--- src/pwe_pkg.sv ---
// constants, register map and types shared by the watchdog event manager
package pwe_pkg;

	// ************************************************************
	// timing
	// ************************************************************
	localparam int PWE_CLK_PERIOD_NS = 100; // 10 MHz core clock
	localparam int PWE_TICK_NS = 1000000; // one millisecond in ns
	localparam int PWE_TICK_CYCLES = PWE_TICK_NS / PWE_CLK_PERIOD_NS;

	// ************************************************************
	// widths
	// ************************************************************
	localparam int PWE_ADDR_W = 3;
	localparam int PWE_DATA_W = 8;
	localparam int PWE_MS_W = 16;
	localparam int PWE_TICK_W = 14;

	// ************************************************************
	// register offsets
	// ************************************************************
	localparam logic [2:0] PWE_REG_CTRL = 3'h0;
	localparam logic [2:0] PWE_REG_CONFIG = 3'h1;
	localparam logic [2:0] PWE_REG_STATUS = 3'h2;
	localparam logic [2:0] PWE_REG_LIMITS = 3'h3;
	localparam logic [2:0] PWE_REG_EVENT = 3'h4;
	localparam logic [2:0] PWE_REG_UNLOCK = 3'h5;

	// ************************************************************
	// field positions and values
	// ************************************************************
	localparam int PWE_FLAG_BIT = 0; // status: refresh pending
	localparam int PWE_TALLY_LSB = 4; // status: expiry tally
	localparam int PWE_WINMODE_BIT = 4; // config: window mode
	localparam int PWE_EVLIM_LSB = 4; // limits: event tally limit
	localparam logic [7:0] PWE_UNLOCK_KEY = 8'ha5;
	localparam logic [3:0] PWE_TALLY_STEP_UP = 4'h2;
	localparam logic [2:0] PWE_TALLY_STEP_DN = 3'h1;
	localparam logic [3:0] PWE_EVT_MAX = 4'hf;
	localparam logic [15:0] PWE_MS_ONE = 16'h0001;

	// control register layout, msb first
	typedef struct packed {
		logic [3:0] spare;
		logic secure_en; // bit 3
		logic pin_event_reset_type; // bit 2, 1 = hard
		logic standby_timer_enable; // bit 1
		logic timer_enable_bit; // bit 0
	} pwe_ctrl_t;

	typedef enum logic [0:0] {PWE_IDLE, PWE_COUNT} pwe_state_t;

endpackage

--- src/pwe_watchdog_event_manager.sv ---
// watchdog event manager: window timer, expiry and event tallies, reset selection
// ************************************************************
// ************************************************************
//
// The placing of the registers and the address-and-strobe port are this design's own decisions.
`timescale 1ns/1ps

module pwe_watchdog_event_manager
	import pwe_pkg::*;
#(
	parameter int TICK_CYCLES = PWE_TICK_CYCLES
) (
	input wire logic clk,
	input wire logic reset,
	input wire logic host_watchdog_fail_in,
	input wire logic processor_reset_out_n,
	input wire logic off_mode,
	input wire logic standby_state,
	input wire logic [3:0] default_window_length_code,
	input wire logic [2:0] default_expiry_tally_limit,
	input wire logic [3:0] default_event_tally_limit,
	input wire logic window_mode_default,
	input wire logic timer_enable_default,
	input wire logic standby_timer_enable_default,
	input wire logic [PWE_ADDR_W-1:0] reg_addr,
	input wire logic [PWE_DATA_W-1:0] reg_wdata,
	input wire logic reg_write,
	input wire logic reg_read,
	output logic [PWE_DATA_W-1:0] reg_rdata,
	output logic soft_reset_req,
	output logic hard_reset_req,
	output logic fail_safe_req
);

	// ************************************************************
	// state
	// ************************************************************
	logic pin_s1_q, pin_s2_q, pin_s3_q;
	pwe_ctrl_t ctrl_q, ctrl_d;
	logic [3:0] window_length_code_q, window_length_code_d;
	logic window_mode_q, window_mode_d;
	logic [2:0] expiry_tally_limit_q, expiry_tally_limit_d;
	logic [3:0] event_tally_limit_q, event_tally_limit_d;
	logic [2:0] expiry_tally_q, expiry_tally_d;
	logic [3:0] event_tally_q, event_tally_d;
	logic refresh_pending_flag_q, refresh_pending_flag_d;
	logic armed_q, armed_d;
	pwe_state_t state_q, state_d;
	logic [PWE_MS_W-1:0] ms_cnt_q, ms_cnt_d;
	logic [PWE_TICK_W-1:0] tick_cnt_q, tick_cnt_d;
	logic [PWE_DATA_W-1:0] rdata_q, rdata_d;
	logic soft_q, soft_d, hard_q, hard_d, fs_q, fs_d;

	// decoded helpers
	logic run;
	logic tick;
	logic expire;
	logic [PWE_MS_W-1:0] dur_ms;
	logic [PWE_MS_W-1:0] half_ms;
	logic clear_req;
	logic early;
	logic refresh_ok;
	logic refresh_fail;
	logic [3:0] tally_sum;
	logic int_evt;
	logic pin_evt;
	logic any_evt;
	logic [3:0] evt_sum;
	logic fs_hit;
	logic ctrl_wr_ok;

	// ************************************************************
	// pin synchroniser
	// ************************************************************
	// two stages for metastability, third only for the edge
	always_ff @(posedge clk or posedge reset) begin
		if (reset) begin
			pin_s1_q <= 1'b1;
			pin_s2_q <= 1'b1;
			pin_s3_q <= 1'b1;
		end else begin
			pin_s1_q <= host_watchdog_fail_in;
			pin_s2_q <= pin_s1_q;
			pin_s3_q <= pin_s2_q;
		end
	end

	// ************************************************************
	// event and timer decode
	// ************************************************************
	// conditions shared by the next-state logic and the checks
	always_comb begin
		run = ctrl_q.timer_enable_bit && processor_reset_out_n && !off_mode
			&& (!standby_state || ctrl_q.standby_timer_enable);
		dur_ms = PWE_MS_ONE << window_length_code_q;
		half_ms = dur_ms >> 1;
		tick = (state_q == PWE_COUNT) && (tick_cnt_q == PWE_TICK_W'(TICK_CYCLES - 1));
		expire = tick && ((ms_cnt_q + PWE_MS_ONE) == dur_ms);
		clear_req = reg_write && (reg_addr == PWE_REG_STATUS) && reg_wdata[PWE_FLAG_BIT];
		early = window_mode_q && (ms_cnt_q < half_ms);
		refresh_ok = run && (state_q == PWE_COUNT) && refresh_pending_flag_q && clear_req && !early;
		refresh_fail = run && (state_q == PWE_COUNT) && ((refresh_pending_flag_q && clear_req && early)
			|| (expire && !(refresh_pending_flag_q && clear_req)));
		tally_sum = {1'b0, expiry_tally_q} + PWE_TALLY_STEP_UP;
		int_evt = refresh_fail && (tally_sum >= {1'b0, expiry_tally_limit_q});
		pin_evt = pin_s3_q && !pin_s2_q && !off_mode;
		any_evt = int_evt || pin_evt;
		evt_sum = (event_tally_q == PWE_EVT_MAX) ? event_tally_q : event_tally_q + 4'h1;
		fs_hit = any_evt && (evt_sum == event_tally_limit_q);
		ctrl_wr_ok = !ctrl_q.secure_en || armed_q;
	end

	// ************************************************************
	// next state
	// ************************************************************
	// registers, tallies, timer and reset requests
	always_comb begin
		ctrl_d = ctrl_q;
		window_length_code_d = window_length_code_q;
		window_mode_d = window_mode_q;
		expiry_tally_limit_d = expiry_tally_limit_q;
		event_tally_limit_d = event_tally_limit_q;
		expiry_tally_d = expiry_tally_q;
		event_tally_d = event_tally_q;
		refresh_pending_flag_d = refresh_pending_flag_q;
		armed_d = armed_q;
		state_d = state_q;
		ms_cnt_d = ms_cnt_q;
		tick_cnt_d = tick_cnt_q;
		rdata_d = '0;
		soft_d = 1'b0;
		hard_d = 1'b0;
		fs_d = 1'b0;

		// register writes
		if (reg_write) begin
			armed_d = 1'b0;
			unique case (reg_addr)
				PWE_REG_CTRL: begin
					ctrl_d.pin_event_reset_type = reg_wdata[2];
					if (ctrl_wr_ok) begin
						ctrl_d.timer_enable_bit = reg_wdata[0];
						ctrl_d.standby_timer_enable = reg_wdata[1];
						ctrl_d.secure_en = reg_wdata[3];
					end
				end
				PWE_REG_CONFIG: window_length_code_d = reg_wdata[3:0];
				PWE_REG_LIMITS: begin
					expiry_tally_limit_d = reg_wdata[2:0];
					event_tally_limit_d = reg_wdata[PWE_EVLIM_LSB +: 4];
				end
				PWE_REG_EVENT: event_tally_d = '0;
				PWE_REG_UNLOCK: armed_d = (reg_wdata == PWE_UNLOCK_KEY);
				default: ;
			endcase
			if (clear_req) begin
				refresh_pending_flag_d = 1'b0;
			end
		end

		// register reads, data shown next cycle
		if (reg_read) begin
			unique case (reg_addr)
				PWE_REG_CTRL: rdata_d = ctrl_q;
				PWE_REG_CONFIG: rdata_d = {3'h0, window_mode_q, window_length_code_q};
				PWE_REG_STATUS: rdata_d = {1'b0, expiry_tally_q, 3'h0, refresh_pending_flag_q};
				PWE_REG_LIMITS: rdata_d = {event_tally_limit_q, 1'b0, expiry_tally_limit_q};
				PWE_REG_EVENT: rdata_d = {4'h0, event_tally_q};
				default: rdata_d = '0;
			endcase
		end

		// timer
		unique case (state_q)
			PWE_IDLE: begin
				ms_cnt_d = '0;
				tick_cnt_d = '0;
				if (run) begin
					state_d = PWE_COUNT;
					refresh_pending_flag_d = 1'b1;
				end
			end
			PWE_COUNT: begin
				if (!run) begin
					state_d = PWE_IDLE;
					ms_cnt_d = '0;
					tick_cnt_d = '0;
					refresh_pending_flag_d = 1'b0;
				end else if (refresh_ok || refresh_fail || any_evt
					|| (window_length_code_d != window_length_code_q)) begin
					ms_cnt_d = '0;
					tick_cnt_d = '0;
					refresh_pending_flag_d = 1'b1;
				end else if (tick) begin
					tick_cnt_d = '0;
					ms_cnt_d = ms_cnt_q + PWE_MS_ONE;
				end else begin
					tick_cnt_d = tick_cnt_q + 1'b1;
				end
			end
		endcase

		// expiry tally
		if (refresh_ok && (expiry_tally_q != 3'h0)) begin
			expiry_tally_d = expiry_tally_q - PWE_TALLY_STEP_DN;
		end
		if (refresh_fail) begin
			expiry_tally_d = tally_sum[2:0];
		end

		// event start and reset choice
		if (any_evt) begin
			expiry_tally_d = '0;
			event_tally_d = evt_sum;
			if (fs_hit) begin
				fs_d = 1'b1;
			end else if (int_evt || ctrl_q.pin_event_reset_type) begin
				hard_d = 1'b1;
			end else begin
				soft_d = 1'b1;
			end
		end

		// off mode: defaults reload, timer, flag, tallies and unlock restart
		if (off_mode) begin
			ctrl_d.timer_enable_bit = timer_enable_default;
			ctrl_d.standby_timer_enable = standby_timer_enable_default;
			window_length_code_d = default_window_length_code;
			window_mode_d = window_mode_default;
			expiry_tally_limit_d = default_expiry_tally_limit;
			event_tally_limit_d = default_event_tally_limit;
			expiry_tally_d = '0;
			event_tally_d = '0;
			refresh_pending_flag_d = 1'b0;
			armed_d = 1'b0;
			state_d = PWE_IDLE;
			ms_cnt_d = '0;
			tick_cnt_d = '0;
		end
	end

	// ************************************************************
	// registers
	// ************************************************************
	// flip-flops only; reset clears every register but the pin synchroniser (set to one) to zero rather than loading the defaults
	always_ff @(posedge clk or posedge reset) begin
		if (reset) begin
			ctrl_q <= '0;
			window_length_code_q <= '0;
			window_mode_q <= 1'b0;
			expiry_tally_limit_q <= '0;
			event_tally_limit_q <= '0;
			expiry_tally_q <= '0;
			event_tally_q <= '0;
			refresh_pending_flag_q <= 1'b0;
			armed_q <= 1'b0;
			state_q <= PWE_IDLE;
			ms_cnt_q <= '0;
			tick_cnt_q <= '0;
			rdata_q <= '0;
			soft_q <= 1'b0;
			hard_q <= 1'b0;
			fs_q <= 1'b0;
		end else begin
			ctrl_q <= ctrl_d;
			window_length_code_q <= window_length_code_d;
			window_mode_q <= window_mode_d;
			expiry_tally_limit_q <= expiry_tally_limit_d;
			event_tally_limit_q <= event_tally_limit_d;
			expiry_tally_q <= expiry_tally_d;
			event_tally_q <= event_tally_d;
			refresh_pending_flag_q <= refresh_pending_flag_d;
			armed_q <= armed_d;
			state_q <= state_d;
			ms_cnt_q <= ms_cnt_d;
			tick_cnt_q <= tick_cnt_d;
			rdata_q <= rdata_d;
			soft_q <= soft_d;
			hard_q <= hard_d;
			fs_q <= fs_d;
		end
	end

	// outputs straight from flip-flops
	assign reg_rdata = rdata_q;
	assign soft_reset_req = soft_q;
	assign hard_reset_req = hard_q;
	assign fail_safe_req = fs_q;
endmodule

--- config.mk ---
export PLATFORM = sky130hd
export DESIGN_NAME = pwe_watchdog_event_manager
export DESIGN_NICKNAME = d
export VERILOG_FILES = /design/src/pwe_pkg.sv /design/src/pwe_watchdog_event_manager.sv
export SDC_FILE = /design/constraint.sdc
export NUM_CORES = 1
export LEC_CHECK = 0
export ABC_AREA = 1
export BUFFER_PORTS_ARGS = -buffer_cell sky130_fd_sc_hd__buf_2
export CAP_MARGIN = 20
export CELL_PAD_IN_SITES_DETAIL_PLACEMENT = 0
export CELL_PAD_IN_SITES_GLOBAL_PLACEMENT = 1
export CORE_UTILIZATION = 44
export DETAILED_ROUTE_END_ITERATION = 16
export PLACE_DENSITY = 0.81
export SYNTH_ARGS = -nofsm -noshare
export SYNTH_HDL_FRONTEND = slang
export SYNTH_SLANG_ARGS = --single-unit
--- constraint.sdc ---
create_clock -name clk -period 3 [get_ports clk]
set_clock_uncertainty 0.05 [all_clocks]
set_input_delay 0.45 -clock clk [delete_from_list [all_inputs] [get_ports clk]]
set_output_delay 0.45 -clock clk [all_outputs]
set_load 0.01 [all_outputs]
==> reports/results.md <==
- outcome: completed
- slew of the pin with the lowest slew margin: 0.734 ns
- number of unique standard cell types used by synthesis: 44
- commonest cells in the netlist: nand2_1, inv_1, nor2_1, dfrtp_1, nand3_1
- maximum clock path buffer count: 2
- Clk pin slew, worst setup/hold paths: 0.09 ns
- kind of cell adding the most delay to the critical path: simple AND/OR/NAND/NOR gates
- cell taking the most area after synthesis: dfrtp_1
- leading cell type by number of instances after synthesis: nand2_1
- Synth Net Count: 729
- setup slack of the worst register-to-register path: 0.21 ns
- startpoint class of the critical path: flop
- worst setup path category: reg2reg
- overflow left after global routing: 0
- top-level port count: 44
- quantity of I/O buffers inserted on ports: 43
- CTS root buf: clkbuf_8
- number of clock sinks: 70
- DRC violations left: 0
- number of levels the H-tree was split into: 3
- initial core utilization: 46.2%
- number of cells traversed by the worst hold path: 1
- leading post-synthesis cells by cell area: dfrtp_1, nand2_1, inv_1
- Worst Setup SP: window_length_code_q[2]
- slowest stage delay, CP: 0.50 ns
- first-pass GRT wire length: 21,800 um
- unrepaired setup endpoints after global routing: no
- nets: 795
- Crit path required time: 3.25 ns
- area of the core: 10,500 um2
- Tightest Hold Check Type: in2reg
- pin count of the biggest net entering global routing: 39
- Post-Route Setup TNS: 0 ns
- area fraction in compound gates after synthesis: 9.68%
- crit end category: flop
- number of vias per cell: 5.10
- Max Freq: 359 MHz
- worst slack after detailed placement: 0.114 ns
- relative slew slack: 49.8%
- number of enable flip-flop cells after synthesis: 0
- post-detailed-routing wire length: 13,100 um
- P_int: 1.49 mW
- final-layout worst hold slack: 0.143 ns
- antenna violation net count after detailed routing: 0
- sequential share of power: 47.5%
- average wire per standard cell: 14.9 um
- library cell appearing most often on the critical path: nand2_1
- number of DRC markers after the initial detailed-route iteration: 317
- vias in the first global route: 4,338
- flip-flop cell with the highest count after synthesis: dfrtp_1
- leakage: 2.61 nW
- via count: 4,488
- simple-gate share of the synthesized area: 35.3%
- vertical extent of the die: 107 um
- clock network fraction of design power: 36.8%
- crit path capture: ms_cnt_q[15]
- minimum clock period after layout: 2.79 ns
- sequential-to-total area share from yosys stat: 36.3%
- number of cells on the critical path: 16
- DP HPWL: 10,400 um
- row count: 37
- fraction of synthesis flops using an asynchronous set or reset pin: 100%
- average cell area after synthesis: 7.18 um2
- CTS tree: yes
- final max-slew violation count: 0
- top-area cell type share of the netlist area: 34.7%
- HP Start: host_watchdog_fail_in
- share of the synthesized netlist area taken by xor and xnor gates: 3.44%
- placer's final routability congestion estimate: 0.886
- initial antenna violation count: 0
- Worst R2R Start: window_length_code_q[2]
- logic depth of the worst register-to-register path: 16
- number of max-cap violations: 0
- largest family of logic cells by synthesized area: simple AND/OR/NAND/NOR gates
- arrival time of data at the critical path endpoint: 3.04 ns
- count of antenna diodes in the layout: 0
- fraction of synthesized area in multiplexers: 0%
- clock insertion delay at the later pin of the skew report: 0.36 ns
- overall fraction of global-route tracks in use: 24.9%
- share of synthesized cell area in full adder, half adder and majority cells: 6.11%
- Yosys Warn Count: 0
- switching part of the total: 30.1%
- Max IR drop VDD: 0.000270 V
- share of the clock period used by the worst path after layout: 93.0%
- Inserted Clock Buffers: 9
- gate count of the mapped netlist: 673
- number of detailed-route iterations in the first pass: 5
- net switching power: 0.643 mW
- ratio of cells with drive above 1 in the final layout: 17.3%
- buffers and inverters on the worst path: 3
- worst setup slack after layout: 0.211 ns
- power density over the cells: 384 nW/um2
- Fin. Hold Viols: 0
- end of the worst register-to-register path: ms_cnt_q[15]
- # setup viols final: 0
- Slowest-stage cell, CP: dfrtp_2
- number of fill cells in the layout: 1,045
- CP Cell Sequence: clkinvlp_4 > nand3_1 > nor2_2 > inv_1 > ha_1 > nand2_1 > o21ai_0 > nand4_1 > and3_1 > nand2_1 > a21oi_2 > nand3_4 > nand2_4 > nor2_8 > buf_4 > o21a_1
- die extent in x: 107 um
- combinational share of power: 15.7%
- flip-flop and latch count after synthesis: 70
- die outline area: 11,400 um2
- Synth Cell Area: 4830 um2
- area growth from synthesis to layout: 15.1%
- maximum net fanout on the critical path: 9
==> how the worst min path moves through the flow <==
stage / to / slack (ns)
2_1_floorplan: pin_s2_q / 0.30
3_3_place_gp: pin_s2_q / 0.30
3_5_place_dp: pin_s2_q / 0.30
4_1_cts: pin_s1_q / 0.13
5_1_grt: pin_s1_q / 0.12
6_report: pin_s1_q / 0.14
==> metrics by stage <==
stage / cell area, um2 / util (%) / instances / power [mW]
after floorplan: 4830 / - / 673 / 1.24
after global placement: 5290 / 50.6 / 859 / 1.34
after detailed placement: 5290 / 50.6 / 859 / 1.35
after CTS: 5490 / 52.5 / 875 / 2.14
after global routing: 5560 / 53.2 / 880 / 2.24
final: 5560 / 53.2 / 880 / 2.13
==> final cells by class <==
class	count	area, um2	share of cell area (%)
Clock buffer	10	128	2.29
Clock inverter	6	70.1	1.26
Inverter	100	379	6.82
Multi-Input combinational cell	493	2670	47.9
Sequential cell	70	1760	31.6
Tap cell	136	170	3.06
Timing Repair Buffer	65	393	7.06
==> power by group through the flow <==
stage	Combinational, mW	Sequential, mW	Clock [mW]
6_report	0.334	1.01	0.785
5_1_grt	0.379	1.02	0.845
4_1_cts	0.321	1.01	0.807
3_5_place_dp	0.320	1.03	0
3_3_place_gp	0.316	1.03	0
2_1_floorplan	0.218	1.02	0
==> sequential cells by signal, summed over array words and instances (netlist names), 3 cells and up <==
name	cells
event_tally_q	4
event_tally_limit_q	4
reg_rdata	8
ms_cnt_q	16
expiry_tally_q	3
tick_cnt_q	14
expiry_tally_limit_q	3
ctrl_q	4
window_length_code_q	4
==> cell usage in the layout (no fill, tap or decap), types with 3 or more instances in the layout <==
master	synthesis	final
xnor2_1	6	6
nor2_4	2	3
nand3b_1	4	4
buf_2	4	43
nand3_1	53	52
o21ai_0	31	31
ha_1	22	22
nand4_1	17	17
a221oi_1	3	3
nand3_2	4	5
clkinvlp_4	0	4
nor3_1	14	14
buf_4	0	21
xor2_1	13	13
nor2_2	16	17
dfrtp_1	67	65
nor2_1	80	78
a21oi_1	19	19
o22ai_1	5	5
inv_2	7	8
dfstp_2	3	3
clkbuf_8	0	9
nand2_1	167	167
o21a_1	6	6
nor4_1	4	4
inv_1	91	90
o31ai_1	4	4
==> metal layers <==
metal,share of wire (%),wire (um),global-route usage (%),vias up
met5,0,0,0,-
met4,1.3,174,6.46,0
met3,6.4,843,5.84,13
met2,42,5490,36.6,135
met1,50,6590,36.7,2019
li1,-,-,-,2321
==> what timing repair did <==
action	in CTS	in global routing
setup endpoints to repair	0	36
buffers inserted	0	5
hold buffers	0	0
resized for setup	0	9
==> kinds of logic after synthesis <==
group / count (synthesis)
XOR/XNOR: 19
adder cells (fa/ha/maj): 23
buffers and inverters: 110
AO/OA/AOI/OAI: 79
flip-flops: 70
AND/OR/NAND/NOR: 372
(Power assumes the default switching activity.)
